`config.mk`:
```
export PLATFORM = sky130hd
export DESIGN_NAME = uart_integrity
export DESIGN_NICKNAME = d
export VERILOG_FILES = /design/src/uart_integrity_pkg.sv /design/src/uart_integrity.sv
export SDC_FILE = /design/constraint.sdc
export NUM_CORES = 1
export LEC_CHECK = 0
export BUFFER_PORTS_ARGS = -buffer_cell sky130_fd_sc_hd__clkbuf_2
export CAP_MARGIN = 15
export CORE_MARGIN = 3
export CORE_UTILIZATION = 55
export CTS_CLUSTER_DIAMETER = 150
export CTS_CLUSTER_SIZE = 20
export DETAILED_ROUTE_END_ITERATION = 7
export PLACE_DENSITY = 0.82
export SYNTH_ARGS = -nofsm -noshare
export SYNTH_HDL_FRONTEND = slang
export SYNTH_SLANG_ARGS = --single-unit
export TNS_END_PERCENT = 30
```
`constraint.sdc`:
```
create_clock -name CLK -period 7.75 [get_ports CLK]
set_clock_uncertainty 0.2 [all_clocks]
set_input_delay 0.3875 -clock CLK [delete_from_list [all_inputs] [get_ports CLK]]
set_output_delay 0.3875 -clock CLK [all_outputs]
set_load 0.1 [all_outputs]
```
`src/uart_integrity_pkg.sv`:
```
// Constants and carrier types for the primary control-channel integrity block.
// Assumes one core clock domain; every user of these names imports the whole package.
package uart_integrity_pkg;

  // Register offsets, as seen on the 16-bit register address of a command.
  localparam logic [15:0] ADDR_CHAN_DISABLE = 16'h0001;
  localparam logic [15:0] ADDR_PT_ENABLE    = 16'h0003;
  localparam logic [15:0] ADDR_PT1_LINK     = 16'h0004;
  localparam logic [15:0] ADDR_PT2_LINKA    = 16'h0005;
  localparam logic [15:0] ADDR_PT2_LINKB    = 16'h0006;
  localparam logic [15:0] ADDR_CNT_CLEAR    = 16'h3008;
  localparam logic [15:0] ADDR_ERR_CLEAR    = 16'h3009;
  localparam logic [15:0] ADDR_CRC_VALUE    = 16'h300a;
  localparam logic [15:0] ADDR_CNT_LOW      = 16'h300b;
  localparam logic [15:0] ADDR_CNT_HIGH     = 16'h300c;
  localparam logic [15:0] ADDR_CRC_ERRS     = 16'h300d;
  localparam logic [15:0] ADDR_CNT_ERRS     = 16'h300e;
  localparam logic [15:0] ADDR_FEATURE      = 16'h300f;

  // Reset values of the storing registers.
  localparam logic [7:0] RST_CHAN_DISABLE = 8'h00;
  localparam logic [7:0] RST_PT_ENABLE    = 8'h05;
  localparam logic [7:0] RST_PT1_LINK     = 8'h00;
  localparam logic [7:0] RST_PT2_LINKA    = 8'h00;
  localparam logic [7:0] RST_PT2_LINKB    = 8'h00;
  localparam logic [7:0] RST_FEATURE      = 8'h06;
  localparam logic [7:0] RST_BYTE         = 8'h00;
  localparam logic [15:0] RST_COUNT       = 16'h0000;

  // Field positions.
  localparam int BIT_DIS_PRIMARY_PINS = 5;
  localparam int BIT_DIS_LINKA_CC     = 4;
  localparam int BIT_PT_SWAP          = 6;
  localparam int BIT_PT2_EN           = 5;
  localparam int BIT_PT1_EN           = 4;
  localparam int BIT_DIS_LINKB_CC     = 2;
  localparam int BIT_PT1_DIS_LINKB    = 5;
  localparam int BIT_PT1_DIS_LINKA    = 4;
  localparam int BIT_PT2_DIS_LINKA    = 4;
  localparam int BIT_PT2_DIS_LINKB    = 5;
  localparam int BIT_UART_SELECT      = 4;
  localparam int FEAT_SEL_MSB         = 4;
  localparam int FEAT_SEL_LSB         = 3;
  localparam int BIT_SEQ_EN           = 2;
  localparam int BIT_CRC_EN           = 1;
  localparam int BIT_OVERRIDE         = 0;
  localparam int BIT_CNT_CLEAR        = 0;
  localparam int BIT_CLR_CNT_ERRS     = 1;
  localparam int BIT_CLR_CRC_ERRS     = 0;

  // Defaults for the CRC engine shared with the host model, and the error count constants.
  localparam logic [7:0] CRC_POLY_DEFAULT = 8'h07;
  localparam logic [7:0] CRC_INIT_DEFAULT = 8'h00;
  localparam logic [7:0] ERR_COUNT_MAX    = 8'hff;
  localparam logic [7:0] ERR_COUNT_ONE    = 8'h01;

  // Channel codes of the message counting select field.
  typedef enum logic [1:0] {
    CH_PRIMARY = 2'b00,
    CH_PASS1   = 2'b01,
    CH_PASS2   = 2'b10,
    CH_RSVD    = 2'b11
  } channel_t;

  // Start of one transaction, as framed by the UART controller.
  typedef struct packed {
    logic        start;
    logic        write;
    channel_t    channel;
    logic [15:0] addr;
    logic [15:0] count;
  } cmd_t;

  // A received write data byte with the check byte that followed it.
  typedef struct packed {
    logic       valid;
    logic [7:0] data;
    logic [7:0] check;
  } wbyte_t;

  // One byte with its valid strobe.
  typedef struct packed {
    logic       valid;
    logic [7:0] data;
  } byte_t;

  // Accepted write forwarded to the register file.
  typedef struct packed {
    logic        strobe;
    logic [15:0] addr;
    logic [7:0]  data;
  } regwr_t;

  // Channel routing enables.
  typedef struct packed {
    logic primary_pins_en;
    logic linka_cc_en;
    logic linkb_cc_en;
    logic pass1_en;
    logic pass2_en;
    logic pass_swap;
    logic pass1_linka_en;
    logic pass1_linkb_en;
    logic pass2_linka_en;
    logic pass2_linkb_en;
    logic uart_mode;
  } route_t;

  // Integrity status.
  typedef struct packed {
    logic crc_active;
    logic seq_active;
    logic rejected;
  } status_t;

endpackage : uart_integrity_pkg

```
`src/uart_integrity.sv`:
```
// Integrity checking and channel routing for the primary UART control channel.
// Assumes a UART framer in front that delivers commands and paired data/check bytes,
// and a register file behind that takes forwarded writes and supplies read bytes.
`timescale 1ns/10ps
`default_nettype none

// How it works
// - Received write bytes are CRC checked; mismatch drops the write, counts an error.
// - Returned read bytes are followed by the device CRC; host verifies it.
// - Both ends keep a message counter, advance per transaction; host sends it each transaction, device returns it on reads.
// - A transaction with a disagreeing counter is rejected and counted as error.
// - CRC and counter checks apply only to the primary control channel.
// - After power-on both integrity features stay off until software enables them.
// - Register local_remote_channel_disable bit 5 cuts primary pins, bit 4 blocks link A control.
// - Register passthrough_enable_and_linkb_disable bits 4 and 5 enable pass-through channels, bit 6 swaps pins.
// - Register passthrough_enable_and_linkb_disable bit 2 blocks link B control access, reset one.
// - Registers passthrough1_link_disable to passthrough2_linkb_and_uart_select hold per-link pass-through disables.
// - Register passthrough2_linkb_and_uart_select bit 4 selects UART when zero, loaded from boot pin.
// - Register integrity_feature_config bits 4:3 choose the counted channel, code three reserved.
// - Bit 2 enables message counting; bit 1 enables CRC only with bit 2.
// - Bit 0 is the override; while zero both features stay disabled.
// - Writing one to message_counter_clear bit 0 clears the message counter.
// - Register error_count_clear bit 0 clears CRC errors, bit 1 clears counter errors.
// - Message counter readable: low byte message_counter_low, high byte message_counter_high.
// - Error counts at crc_error_count and counter_error_count, last CRC value at crc_value_readback.
module uart_integrity #(
  parameter logic [7:0] CRC_POLY = uart_integrity_pkg::CRC_POLY_DEFAULT,
  parameter logic [7:0] CRC_INIT = uart_integrity_pkg::CRC_INIT_DEFAULT
) (
  input  wire logic                        CLK,
  input  wire logic                        RST_N,
  input  wire logic                        BOOT_CONFIG_PIN,
  input  wire uart_integrity_pkg::cmd_t    CMD,
  input  wire uart_integrity_pkg::wbyte_t  WR_BYTE,
  input  wire uart_integrity_pkg::byte_t   RD_BYTE,
  output var  uart_integrity_pkg::byte_t   TX,
  output var  logic                        TX_BUSY,
  output var  uart_integrity_pkg::regwr_t  REG_WR,
  output var  uart_integrity_pkg::route_t  ROUTE,
  output var  uart_integrity_pkg::status_t STATUS
);
  import uart_integrity_pkg::*;

  typedef enum logic [1:0] {TX_IDLE, TX_CNT_HI, TX_CRC} tx_state_t;

  // Register storage.
  logic [7:0]  chan_disable;
  logic [7:0]  pt_enable;
  logic [7:0]  pt1_link;
  logic [7:0]  pt2_linka;
  logic [7:0]  pt2_linkb;
  logic [7:0]  feature;
  logic [7:0]  crc_last;
  logic [15:0] msg_count;
  logic [7:0]  crc_errs;
  logic [7:0]  cnt_errs;
  logic        boot_done;

  // Transaction state.
  logic        txn_open;
  logic        txn_ok;
  logic        txn_write;
  logic [15:0] cur_addr;

  // Return path state.
  tx_state_t   tx_state;
  tx_state_t   next_tx_state;
  byte_t       next_tx;
  logic [7:0]  tx_crc_hold;
  logic [7:0]  cnt_hold_hi;
  logic [7:0]  cnt_hold_lo;
  logic        cnt_pend;
  logic        loc_pend;
  logic [7:0]  loc_data;
  logic        next_cnt_pend;
  logic        next_loc_pend;
  logic        take_cnt;
  logic        take_loc;
  logic        take_rd;

  // Decoded events.
  logic        crc_active;
  logic        seq_active;
  logic        seq_check;
  logic        cmd_primary;
  logic        cmd_reject;
  logic        cmd_accept;
  logic        byte_in;
  logic [7:0]  rx_crc;
  logic        crc_bad;
  logic        byte_accept;
  logic        is_local;
  logic        local_wr;
  logic        local_rd;
  logic        cnt_err_inc;
  logic        crc_err_inc;
  logic        clr_cnt_errs;
  logic        clr_crc_errs;
  logic        clr_count;

  // CRC of one byte from the initial value; the engine is the same in both directions.
  function automatic logic [7:0] crc_byte(input logic [7:0] data);
    logic [7:0] c;
    c = CRC_INIT ^ data;
    for (int i = 0; i < 8; i++) begin
      c = c[7] ? ((c << 1) ^ CRC_POLY) : (c << 1);
    end
    return c;
  endfunction : crc_byte

  // True for any offset that this block answers itself.
  function automatic logic local_addr(input logic [15:0] a);
    logic hit;
    hit = 1'b0;
    if (a == ADDR_CHAN_DISABLE || a == ADDR_PT_ENABLE || a == ADDR_PT1_LINK) begin
      hit = 1'b1;
    end else if (a == ADDR_PT2_LINKA || a == ADDR_PT2_LINKB || a == ADDR_FEATURE) begin
      hit = 1'b1;
    end else if (a >= ADDR_CNT_CLEAR && a <= ADDR_CNT_ERRS) begin
      hit = 1'b1;
    end
    return hit;
  endfunction : local_addr

  ////////////////////////////////////////////////////////////////////////////////////////
  // Feature decode and command handling.

  // The override bit gates both features, and CRC additionally needs counting on.
  assign seq_active  = feature[BIT_OVERRIDE] & feature[BIT_SEQ_EN];
  assign crc_active  = seq_active & feature[BIT_CRC_EN];
  // Only the primary channel carries register traffic, so only it is checked.
  assign cmd_primary = CMD.start && (CMD.channel == CH_PRIMARY);
  assign seq_check   = seq_active && (feature[FEAT_SEL_MSB:FEAT_SEL_LSB] == CH_PRIMARY);
  assign cmd_reject  = cmd_primary && seq_check && (CMD.count != msg_count);
  assign cmd_accept  = cmd_primary && !cmd_reject;
  assign cnt_err_inc = cmd_reject;

  // Write bytes are checked against the host's check byte before use.
  assign byte_in     = WR_BYTE.valid && txn_open && txn_write && txn_ok;
  assign rx_crc      = crc_byte(WR_BYTE.data);
  assign crc_bad     = crc_active && (rx_crc != WR_BYTE.check);
  assign crc_err_inc = byte_in && crc_bad;
  assign byte_accept = byte_in && !crc_bad;
  assign is_local    = local_addr(cur_addr);
  assign local_wr    = byte_accept && is_local;
  assign local_rd    = cmd_accept && !CMD.write && local_addr(CMD.addr);

  // Self-clearing command bits act only on an accepted write.
  assign clr_count    = local_wr && (cur_addr == ADDR_CNT_CLEAR) && WR_BYTE.data[BIT_CNT_CLEAR];
  assign clr_crc_errs = local_wr && (cur_addr == ADDR_ERR_CLEAR) && WR_BYTE.data[BIT_CLR_CRC_ERRS];
  assign clr_cnt_errs = local_wr && (cur_addr == ADDR_ERR_CLEAR) && WR_BYTE.data[BIT_CLR_CNT_ERRS];

  // Transaction tracking; a failed byte poisons the rest of that write.
  always_ff @(posedge CLK or negedge RST_N) begin
    if (!RST_N) begin
      txn_open  <= 1'b0;
      txn_ok    <= 1'b0;
      txn_write <= 1'b0;
      cur_addr  <= RST_COUNT;
    end else if (CMD.start) begin
      txn_open  <= cmd_primary;
      txn_ok    <= cmd_accept;
      txn_write <= CMD.write;
      cur_addr  <= CMD.addr;
    end else if (byte_in) begin
      txn_ok    <= !crc_bad;
      cur_addr  <= cur_addr + 16'h0001;
    end
  end

  // Accepted writes to addresses outside this block go on to the register file.
  always_ff @(posedge CLK or negedge RST_N) begin
    if (!RST_N) begin
      REG_WR <= '0;
    end else begin
      REG_WR.strobe <= byte_accept && !is_local;
      REG_WR.addr   <= cur_addr;
      REG_WR.data   <= WR_BYTE.data;
    end
  end

  ////////////////////////////////////////////////////////////////////////////////////////
  // Configuration registers.

  // Routing and feature registers; writes land only after the integrity checks pass.
  always_ff @(posedge CLK or negedge RST_N) begin
    if (!RST_N) begin
      chan_disable <= RST_CHAN_DISABLE;
      pt_enable    <= RST_PT_ENABLE;
      pt1_link     <= RST_PT1_LINK;
      pt2_linka    <= RST_PT2_LINKA;
      feature      <= RST_FEATURE;
    end else if (local_wr) begin
      if (cur_addr == ADDR_CHAN_DISABLE) begin
        chan_disable <= WR_BYTE.data;
      end else if (cur_addr == ADDR_PT_ENABLE) begin
        pt_enable <= WR_BYTE.data;
      end else if (cur_addr == ADDR_PT1_LINK) begin
        pt1_link <= WR_BYTE.data;
      end else if (cur_addr == ADDR_PT2_LINKA) begin
        pt2_linka <= WR_BYTE.data;
      end else if (cur_addr == ADDR_FEATURE) begin
        feature <= WR_BYTE.data;
      end
    end
  end

  // The mode bit follows the strap once, on the first edge after reset release.
  // Software may still overwrite it, though doing so is discouraged.
  always_ff @(posedge CLK or negedge RST_N) begin
    if (!RST_N) begin
      pt2_linkb <= RST_PT2_LINKB;
      boot_done <= 1'b0;
    end else if (!boot_done) begin
      pt2_linkb[BIT_UART_SELECT] <= BOOT_CONFIG_PIN;
      boot_done                  <= 1'b1;
    end else if (local_wr && cur_addr == ADDR_PT2_LINKB) begin
      pt2_linkb <= WR_BYTE.data;
    end
  end

  ////////////////////////////////////////////////////////////////////////////////////////
  // Counters.

  // The counter advances once per accepted primary transaction while counting is on and selects the primary channel.
  always_ff @(posedge CLK or negedge RST_N) begin
    if (!RST_N) begin
      msg_count <= RST_COUNT;
    end else if (cmd_accept && seq_check) begin
      msg_count <= msg_count + 16'h0001;
    end else if (clr_count) begin
      msg_count <= RST_COUNT;
    end
  end

  // Error counts stick at full scale; an error in the clearing cycle is kept as one.
  always_ff @(posedge CLK or negedge RST_N) begin
    if (!RST_N) begin
      crc_errs <= RST_BYTE;
    end else if (crc_err_inc) begin
      if (clr_crc_errs) begin
        crc_errs <= ERR_COUNT_ONE;
      end else if (crc_errs != ERR_COUNT_MAX) begin
        crc_errs <= crc_errs + ERR_COUNT_ONE;
      end
    end else if (clr_crc_errs) begin
      crc_errs <= RST_BYTE;
    end
  end

  // Same policy for the message counter error count.
  always_ff @(posedge CLK or negedge RST_N) begin
    if (!RST_N) begin
      cnt_errs <= RST_BYTE;
    end else if (cnt_err_inc) begin
      if (clr_cnt_errs) begin
        cnt_errs <= ERR_COUNT_ONE;
      end else if (cnt_errs != ERR_COUNT_MAX) begin
        cnt_errs <= cnt_errs + ERR_COUNT_ONE;
      end
    end else if (clr_cnt_errs) begin
      cnt_errs <= RST_BYTE;
    end
  end

  // Last CRC computed in either direction, for software inspection.
  always_ff @(posedge CLK or negedge RST_N) begin
    if (!RST_N) begin
      crc_last <= RST_BYTE;
    end else if (byte_in && crc_active) begin
      crc_last <= rx_crc;
    end else if (next_tx_state == TX_CRC && tx_state != TX_CRC) begin
      crc_last <= crc_byte(next_tx.data);
    end
  end

  ////////////////////////////////////////////////////////////////////////////////////////
  // Return path: counter bytes, read data, and the CRC after each data byte.

  // Pending local answers are captured at the command so the data is a snapshot.
  always_ff @(posedge CLK or negedge RST_N) begin
    if (!RST_N) begin
      cnt_pend    <= 1'b0;
      loc_pend    <= 1'b0;
      loc_data    <= RST_BYTE;
      cnt_hold_lo <= RST_BYTE;
      cnt_hold_hi <= RST_BYTE;
    end else begin
      cnt_pend <= next_cnt_pend;
      loc_pend <= next_loc_pend;
      if (cmd_accept && !CMD.write && seq_check) begin
        cnt_hold_lo <= msg_count[7:0];
        cnt_hold_hi <= msg_count[15:8];
      end
      if (local_rd) begin
        if (CMD.addr == ADDR_CHAN_DISABLE) begin
          loc_data <= chan_disable;
        end else if (CMD.addr == ADDR_PT_ENABLE) begin
          loc_data <= pt_enable;
        end else if (CMD.addr == ADDR_PT1_LINK) begin
          loc_data <= pt1_link;
        end else if (CMD.addr == ADDR_PT2_LINKA) begin
          loc_data <= pt2_linka;
        end else if (CMD.addr == ADDR_PT2_LINKB) begin
          loc_data <= pt2_linkb;
        end else if (CMD.addr == ADDR_FEATURE) begin
          loc_data <= feature;
        end else if (CMD.addr == ADDR_CRC_VALUE) begin
          loc_data <= crc_last;
        end else if (CMD.addr == ADDR_CNT_LOW) begin
          loc_data <= msg_count[7:0];
        end else if (CMD.addr == ADDR_CNT_HIGH) begin
          loc_data <= msg_count[15:8];
        end else if (CMD.addr == ADDR_CRC_ERRS) begin
          loc_data <= crc_errs;
        end else if (CMD.addr == ADDR_CNT_ERRS) begin
          loc_data <= cnt_errs;
        end else begin
          loc_data <= RST_BYTE;
        end
      end
    end
  end

  // Byte sequencer; the counter goes first, then data, each data byte trailed by CRC.
  always_comb begin
    next_tx_state = tx_state;
    next_tx       = '0;
    take_cnt      = 1'b0;
    take_loc      = 1'b0;
    take_rd       = 1'b0;
    case (tx_state)
      TX_IDLE: begin
        if (cnt_pend) begin
          take_cnt      = 1'b1;
          next_tx.valid = 1'b1;
          next_tx.data  = cnt_hold_lo;
          next_tx_state = TX_CNT_HI;
        end else if (loc_pend || RD_BYTE.valid) begin
          take_loc      = loc_pend;
          take_rd       = !loc_pend;
          next_tx.valid = 1'b1;
          next_tx.data  = loc_pend ? loc_data : RD_BYTE.data;
          next_tx_state = crc_active ? TX_CRC : TX_IDLE;
        end
      end
      TX_CNT_HI: begin
        next_tx.valid = 1'b1;
        next_tx.data  = cnt_hold_hi;
        next_tx_state = TX_IDLE;
      end
      TX_CRC: begin
        next_tx.valid = 1'b1;
        next_tx.data  = tx_crc_hold;
        next_tx_state = TX_IDLE;
      end
      default: begin
        next_tx_state = TX_IDLE;
      end
    endcase
    next_cnt_pend = (cnt_pend && !take_cnt) || (cmd_accept && !CMD.write && seq_check);
    next_loc_pend = (loc_pend && !take_loc) || local_rd;
  end

  // Sequencer registers; busy tells the read source to hold off.
  always_ff @(posedge CLK or negedge RST_N) begin
    if (!RST_N) begin
      tx_state    <= TX_IDLE;
      TX          <= '0;
      TX_BUSY     <= 1'b0;
      tx_crc_hold <= RST_BYTE;
    end else begin
      tx_state <= next_tx_state;
      TX       <= next_tx;
      TX_BUSY  <= (next_tx_state != TX_IDLE) || next_cnt_pend || next_loc_pend;
      if (take_loc || take_rd) begin
        tx_crc_hold <= crc_byte(next_tx.data);
      end
    end
  end

  ////////////////////////////////////////////////////////////////////////////////////////
  // Registered routing and status outputs.

  // Disable bits are inverted into positive enables for the pin and link muxes.
  always_ff @(posedge CLK or negedge RST_N) begin
    if (!RST_N) begin
      ROUTE  <= '0;
      STATUS <= '0;
    end else begin
      ROUTE.primary_pins_en <= !chan_disable[BIT_DIS_PRIMARY_PINS];
      ROUTE.linka_cc_en     <= !chan_disable[BIT_DIS_LINKA_CC];
      ROUTE.linkb_cc_en     <= !pt_enable[BIT_DIS_LINKB_CC];
      ROUTE.pass1_en        <= pt_enable[BIT_PT1_EN];
      ROUTE.pass2_en        <= pt_enable[BIT_PT2_EN];
      ROUTE.pass_swap       <= pt_enable[BIT_PT_SWAP];
      ROUTE.pass1_linka_en  <= !pt1_link[BIT_PT1_DIS_LINKA];
      ROUTE.pass1_linkb_en  <= !pt1_link[BIT_PT1_DIS_LINKB];
      ROUTE.pass2_linka_en  <= !pt2_linka[BIT_PT2_DIS_LINKA];
      ROUTE.pass2_linkb_en  <= !pt2_linkb[BIT_PT2_DIS_LINKB];
      ROUTE.uart_mode       <= !pt2_linkb[BIT_UART_SELECT];
      STATUS.crc_active     <= crc_active;
      STATUS.seq_active     <= seq_active;
      STATUS.rejected       <= cmd_reject;
    end
  end

endmodule : uart_integrity

`default_nettype wire

```
==> reports/results.ini, run 1 <==
[run_status]
status = complete, no violations

[routing]
drc_errors = 0
avgRoutedWirePerCell_um = 20.9
routed_via_density = 6.41
first_pass_iters = 5
wl_um = 27500
via_count = 8429
drtAntennaViolNets = 0
drtIter0Drc = 787

[layout]
nets = 1150
drive_above_1_share_pct = 22.4
num_antenna_cells = 0
fillerInstances = 1403
fin_cells = 1316
area_growth_pct = 12.7
utilization_pct = 63.8

[die]
dieArea_um2 = 20400
core_um2 = 18200
dieHeight_um = 143
fp.dieW_um = 143
io_pins = 114
start_util_pct = 56.6
num_rows = 49

[yosys]
syn_area_per_cell_um2 = 10.4
synth_largest_area_cell = dfrtp_1
syn_nets = 1069
yosysWarningCount = 0
synth.yosys.seq_area_share_pct = 46.9
ys_top_cells_by_count = 189 x dfrtp_1, 72 x nand2_1, 57 x mux2_2, 53 x o21ai_0, 45 x nand3_1
synth_edf_count = 0
synth_seq_cells = 193
yosys-top-cells-area = dfrtp_1 46%, mux2_2 6.2%, xor2_1 3.1%, nand2_1 2.6%, o21ai_0 2.6%
syn-instance-count = 993
syn_area_um2 = 10300
synth_flop_cell = dfrtp_1
synth_top_area_share_pct = 45.9
async_reset_ff_share_pct = 100
post-synth-top-count-cell = dfrtp_1
ys_types = 81

[global_route]
grt_pass1_wl_um = 43900
antenna_found_initial = 0
globalRouteTotalUtil_pct = 27.3
first_global_vias = 8091
grt_max_degree = 113
grt_overflow = 0

[hold_path]
hold_path_end = cur_addr[13]
worst_hold_startpoint = CMD[29]
min_delay_path_depth = 3
hold_path.class = in -> reg

[placement]
gp_congestion = 0.964
port_buffers = 113
dp_hpwl_um = 19500
dp.cells = 1277

[setup_path]
cp.required_ns = 7.87
start_kind = flip-flop
end_kind = flip-flop
arrival_ns = 3.44
ff2ff_setup_slack_ns = 4.43
r2r-start = msg_count[9]
worstPathMaxFanout = 18
r2r-end = cnt_hold_hi[7]
rr_worst_depth = 5
worst-setup-path-type = reg -> reg

[sta]
setup_tns_ns = 0
setup_viol = 0
rsz0062_at_grt = no
fin_crit_sh_pct = 42.8
final_hold_viol_count = 0
slew_violations = 0
maxSlewHeadroom_pct = 33.3
max_freq_ghz = 0.301
max_slew.worst_pin.slew_ns = 1.00
finalCriticalPeriod_ns = 3.32

[clock_network]
cts_resized = 0
clockBufferDepth = 2
root_buffer = clkbuf_16
cts.clk_slew.worst_paths_ns = 0.08
cts_tree = done
cts_buffers = 17
clkLatencyLatePin_ns = 0.44
cts.sinks = 193
htree_levels = 4

[flow_run]
cap_viol_max_count = 0

[power_and_ir_drop]
power_density_nw_per_um2 = 195
power.share.switching_pct = 29.1
p_clk_share_pct = 40.8
p_comb_share_pct = 12.4
p_leak_uw = 0.00524
ir_worst_vdd_mv = 0.152
seq_power_share_pct = 46.8
power.internal_uw = 1600
power.total_uw = 2260
p_switching_uw = 658

## per-layer routing
layer	vias up	track usage, %	part of all wire (%)
met1	4155	37.7	43
li1	3794	-	-
met2	396	42.0	47
met4	0	12.6	3.7
met3	84	5.16	6.8
met5	-	0	0
## cell type report
type | instances | area [µm²] | share of cell area [%]
tap | 229 | 287 | 2.47
timing repair buffer | 124 | 674 | 5.81
sequential | 193 | 4830 | 41.6
multi-input combinational | 701 | 5060 | 43.6
clock buffer | 17 | 425 | 3.66
inverter | 37 | 139 | 1.20
clock inverter | 15 | 190 | 1.64
## flip-flops by register name (all words and copies together) (netlist names), 9 cells and up
name / cells
cur_addr: 16
REG_WR: 25
msg_count: 16
TX: 9
ROUTE: 11
## worst max-delay path, cell delays in order, from the launching register on
cell and delay [ns]:
dfrtp_1 0.51, xor2_1 0.20, nor4_1 0.42, and4_1 0.46
nand4_1 0.83, mux2_2 0.58
## cells in the final DEF, fill, tap and decap left out, drive strengths merged, types with 15 or more instances in the layout
cell,n
mux2,65
or3,15
nand2b,16
inv,45
xnor2,24
nand3,45
clkbuf,130
o21ai,55
xor2,39
nor4,16
o31ai,16
dfrtp,189
nand4,17
nor3,23
nand2,72
nor2,42
a21oi,40
## power by group through the flow
| stage | combinational (µW) | clock (µW) | sequential (µW) |
|---|---|---|---|
| detailed placement | 274 | 0 | 1080 |
| finish | 280 | 922 | 1060 |
| global placement | 270 | 0 | 1080 |
| floorplan | 103 | 0 | 1160 |
| global route | 297 | 977 | 1060 |
| CTS | 280 | 931 | 1060 |
## per-stage QoR
stage	area (µm²)	hold WS, ns	setup slack [ns]
floorplan	10300	-0.108	5.00
global placement	10900	0.203	4.44
detailed placement	10900	0.204	4.33
CTS	11600	0.00158	4.47
global route	11600	0.0124	4.20
finish	11600	0.0118	4.43
## how the worst max path moves through the flow
stage	from	slack, ns	depth (start not counted)	to
final	msg_count[9]	4.43	5	cnt_hold_hi[7]
after detailed placement	WR_BYTE[8]	4.33	7	chan_disable[7]
after global routing	msg_count[9]	4.20	5	cnt_hold_hi[6]
after floorplan	WR_BYTE[13]	5.00	8	chan_disable[0]
after CTS	msg_count[9]	4.47	5	cnt_hold_hi[4]
after global placement	WR_BYTE[8]	4.44	7	chan_disable[4]
## kinds of logic after synthesis
group,share of synthesized area [%]
buf+inv,4.01
other cells,0.0364
simple gates,17.6
compound gates,14.7
xor+xnor,6.79
flops,46.9
fa+ha+maj,1.34
mux,8.56
## timing repair
action                    4_1_cts  5_1_grt
hold buffers                    7        0
hold endpoints to repair      113        0
setup buffers                   0        0
Power figures use the tool's default switching activity.
==> run 2, diff against run 1 <==
Settings changed: CORE_UTILIZATION 55 to 54, PLACE_DENSITY 0.82 to 0.83.
Clock period 7.75 ns to 3.05 ns, I/O delays scaled along.
==> run 2 against run 1 <==
Net effect: combinational power increased to 2.7 times the previous value; register-to-register slack got worse by 4.2 ns; hold slack got worse by 0.0029 ns; core utilization increased by 2.8 points; clock-buffer cell count unchanged; die area increased by 1.8%; sequential cell count unchanged; sequential power increased to 2.5 times the previous value; clock power increased by 150%; critical endpoint is now loc_data[6]; design area increased by 5.2%; critical path depth increased by 2.
==> reports/results.ini, run 2 (synthesis results as in run 1) <==
[run_status]
status = complete, no violations

[sta]
maxSlewHeadroom_pct = 43.4
fin_crit_sh_pct = 97.1
setup_tns_ns = 0
slew_violations = 0
rsz0062_at_grt = no
setup_viol = 0
final_hold_viol_count = 0
max_slew.worst_pin.slew_ns = 0.838
finalCriticalPeriod_ns = 2.96
max_freq_ghz = 0.338

[clock_network]
root_buffer = clkbuf_16
cts.clk_slew.worst_paths_ns = 0.08
cts_buffers = 17
cts_tree = done
clockBufferDepth = 2
post_cts_buffers = 0
cts.sinks = 193
clkLatencyLatePin_ns = 0.44
htree_levels = 4

[die]
io_pins = 114
dieArea_um2 = 20800
start_util_pct = 56.2
core_um2 = 18300
fp.dieW_um = 144
num_rows = 49
dieHeight_um = 144

[layout]
largest_reg_flops = 25
drive_above_1_share_pct = 25.5
reg.largest.list = REG_WR: 25 flops, cur_addr: 16 flops, msg_count: 16 flops
fillerInstances = 1402
final_common_cell = dfrtp_1
layout.cells.most_common_list = 189 x dfrtp_1, 112 x clkbuf_2, 72 x nand2_1, 57 x mux2_2, 53 x o21ai_0
multiInputGateArea_um2 = 5080
area_growth_pct = 18.5
seq_area_um2 = 4830
regMostFlops = REG_WR
nets = 1221
fin_cells = 1388

[setup_path]
worstPathMaxFanout = 9
r2r-start = loc_pend
slowest_stage = or4_1
rr_worst_depth = 6
arrival_ns = 3.09
max_stage_delay_ns = 0.67
start_kind = input port
crit_chain = dlygate4sd3_1 > clkbuf_2 > or4_1 > or4_1 > o31ai_1 > o2111ai_2 > a21o_1
ff2ff_setup_slack_ns = 0.23
cp.required_ns = 3.18
r2r-end = crc_last[4]
end_kind = flip-flop
worst-setup-path-type = in -> reg
cpMostUsedCell = or4_1

[routing]
routed_via_density = 6.36
avgRoutedWirePerCell_um = 20.7
drc_errors = 0
first_pass_iters = 5
drtIter0Drc = 911
wl_um = 28800
via_count = 8821
drtAntennaViolNets = 0

[placement]
port_buffers = 113
gp_congestion = 0.931
dp_hpwl_um = 20200
dp.cells = 1326

[global_route]
grt_overflow = 0
grt_pass1_wl_um = 45700
antenna_found_initial = 1
met2_usage_pct = 44.8
first_global_vias = 8585
grt_use_met3_pct = 3.87
grt_use_met1_pct = 39.6
grt_max_degree = 84
globalRouteTotalUtil_pct = 28.2
top_usage_layer = met2

[power_and_ir_drop]
power.share.switching_pct = 29.6
p_comb_share_pct = 13.4
power_density_nw_per_um2 = 468
seq_power_share_pct = 47.1
ir_worst_vdd_mv = 0.351
p_leak_uw = 0.00558
p_switching_uw = 1690
p_clk_share_pct = 39.5
power.internal_uw = 4020

[hold_path]
worst_hold_startpoint = CMD[18]
min_delay_path_depth = 4
hold_path_end = cur_addr[2]
hold_path.class = in -> reg

[flow_run]
cap_viol_max_count = 0

==> run 2: cell types whose count changed in the layout (fill, tap and decap cells not counted), moves of 3 or more <==
cell,change
clkinv_4,+4
inv_6,-3
buf_4,+48
dlygate4sd3_1,+22
==> run 2: power groups by stage <==
stage,registers (µW),clock network (µW),logic (µW)
finish,2690,2260,764
floorplan,2960,0,262
global route,2700,2370,811
detailed placement,2740,0,720
CTS,2690,2270,757
global placement,2730,0,709
==> run 2: layout make-up <==
class / count / share of cell area [%]
antenna: 1 / 0.0205
clock buffer: 17 / 3.48
clock inverter: 15 / 1.40
inverter: 37 / 1.14
multi-input combinational: 701 / 41.6
sequential: 193 / 39.6
tap: 229 / 2.35
timing repair buffer: 195 / 10.4
==> run 2: repair_timing <==
action,CTS,global route
hold endpoints to repair,126,0
resized for setup,0,3
setup endpoints to repair,0,16
hold buffers,29,0
==> run 2: through the flow <==
| stage | hold WS [ns] | utilization [%] | setup WS (ns) | power, µW | area [µm²] |
|---|---|---|---|---|---|
| floorplan | -0.343 | - | 0.411 | 3220 | 10300 |
| global placement | 0.0406 | 61.7 | 0.175 | 3440 | 11300 |
| detailed placement | 0.0378 | 61.7 | 0.143 | 3460 | 11300 |
| CTS | 0.00203 | 66.5 | 0.0382 | 5720 | 12200 |
| global route | 0.0578 | 66.6 | 0.00854 | 5880 | 12200 |
| finish | 0.00887 | 66.6 | 0.0878 | 5710 | 12200 |
==> run 2: how the worst max path moves through the flow <==
stage / from / endpoint / slack (ns) / cells after the start
2_1_floorplan: cur_addr[6] / pt2_linka[0] / 0.41 / 6
6_report: CMD[31] / loc_data[6] / 0.09 / 7
3_5_place_dp: WR_BYTE[11] / chan_disable[5] / 0.14 / 7
3_3_place_gp: WR_BYTE[11] / chan_disable[5] / 0.17 / 7
5_1_grt: CMD[31] / loc_data[0] / 0.009 / 8
4_1_cts: WR_BYTE[11] / chan_disable[5] / 0.04 / 8
==> run 2: per-layer routing <==
layer / vias to the layer above / share of wire [%]
met5: - / 0
met1: 4346 / 43
met3: 83 / 6.9
met2: 448 / 47
met4: 0 / 3.3
li1: 3944 / -
==> run 2: worst max-delay path, delay by kind of cell <==
kind / cells / cell delay, ns
buffers and inverters: 2 / 0.71
AND/OR/NAND/NOR: 2 / 1.32
AO/OA/AOI/OAI: 3 / 0.90
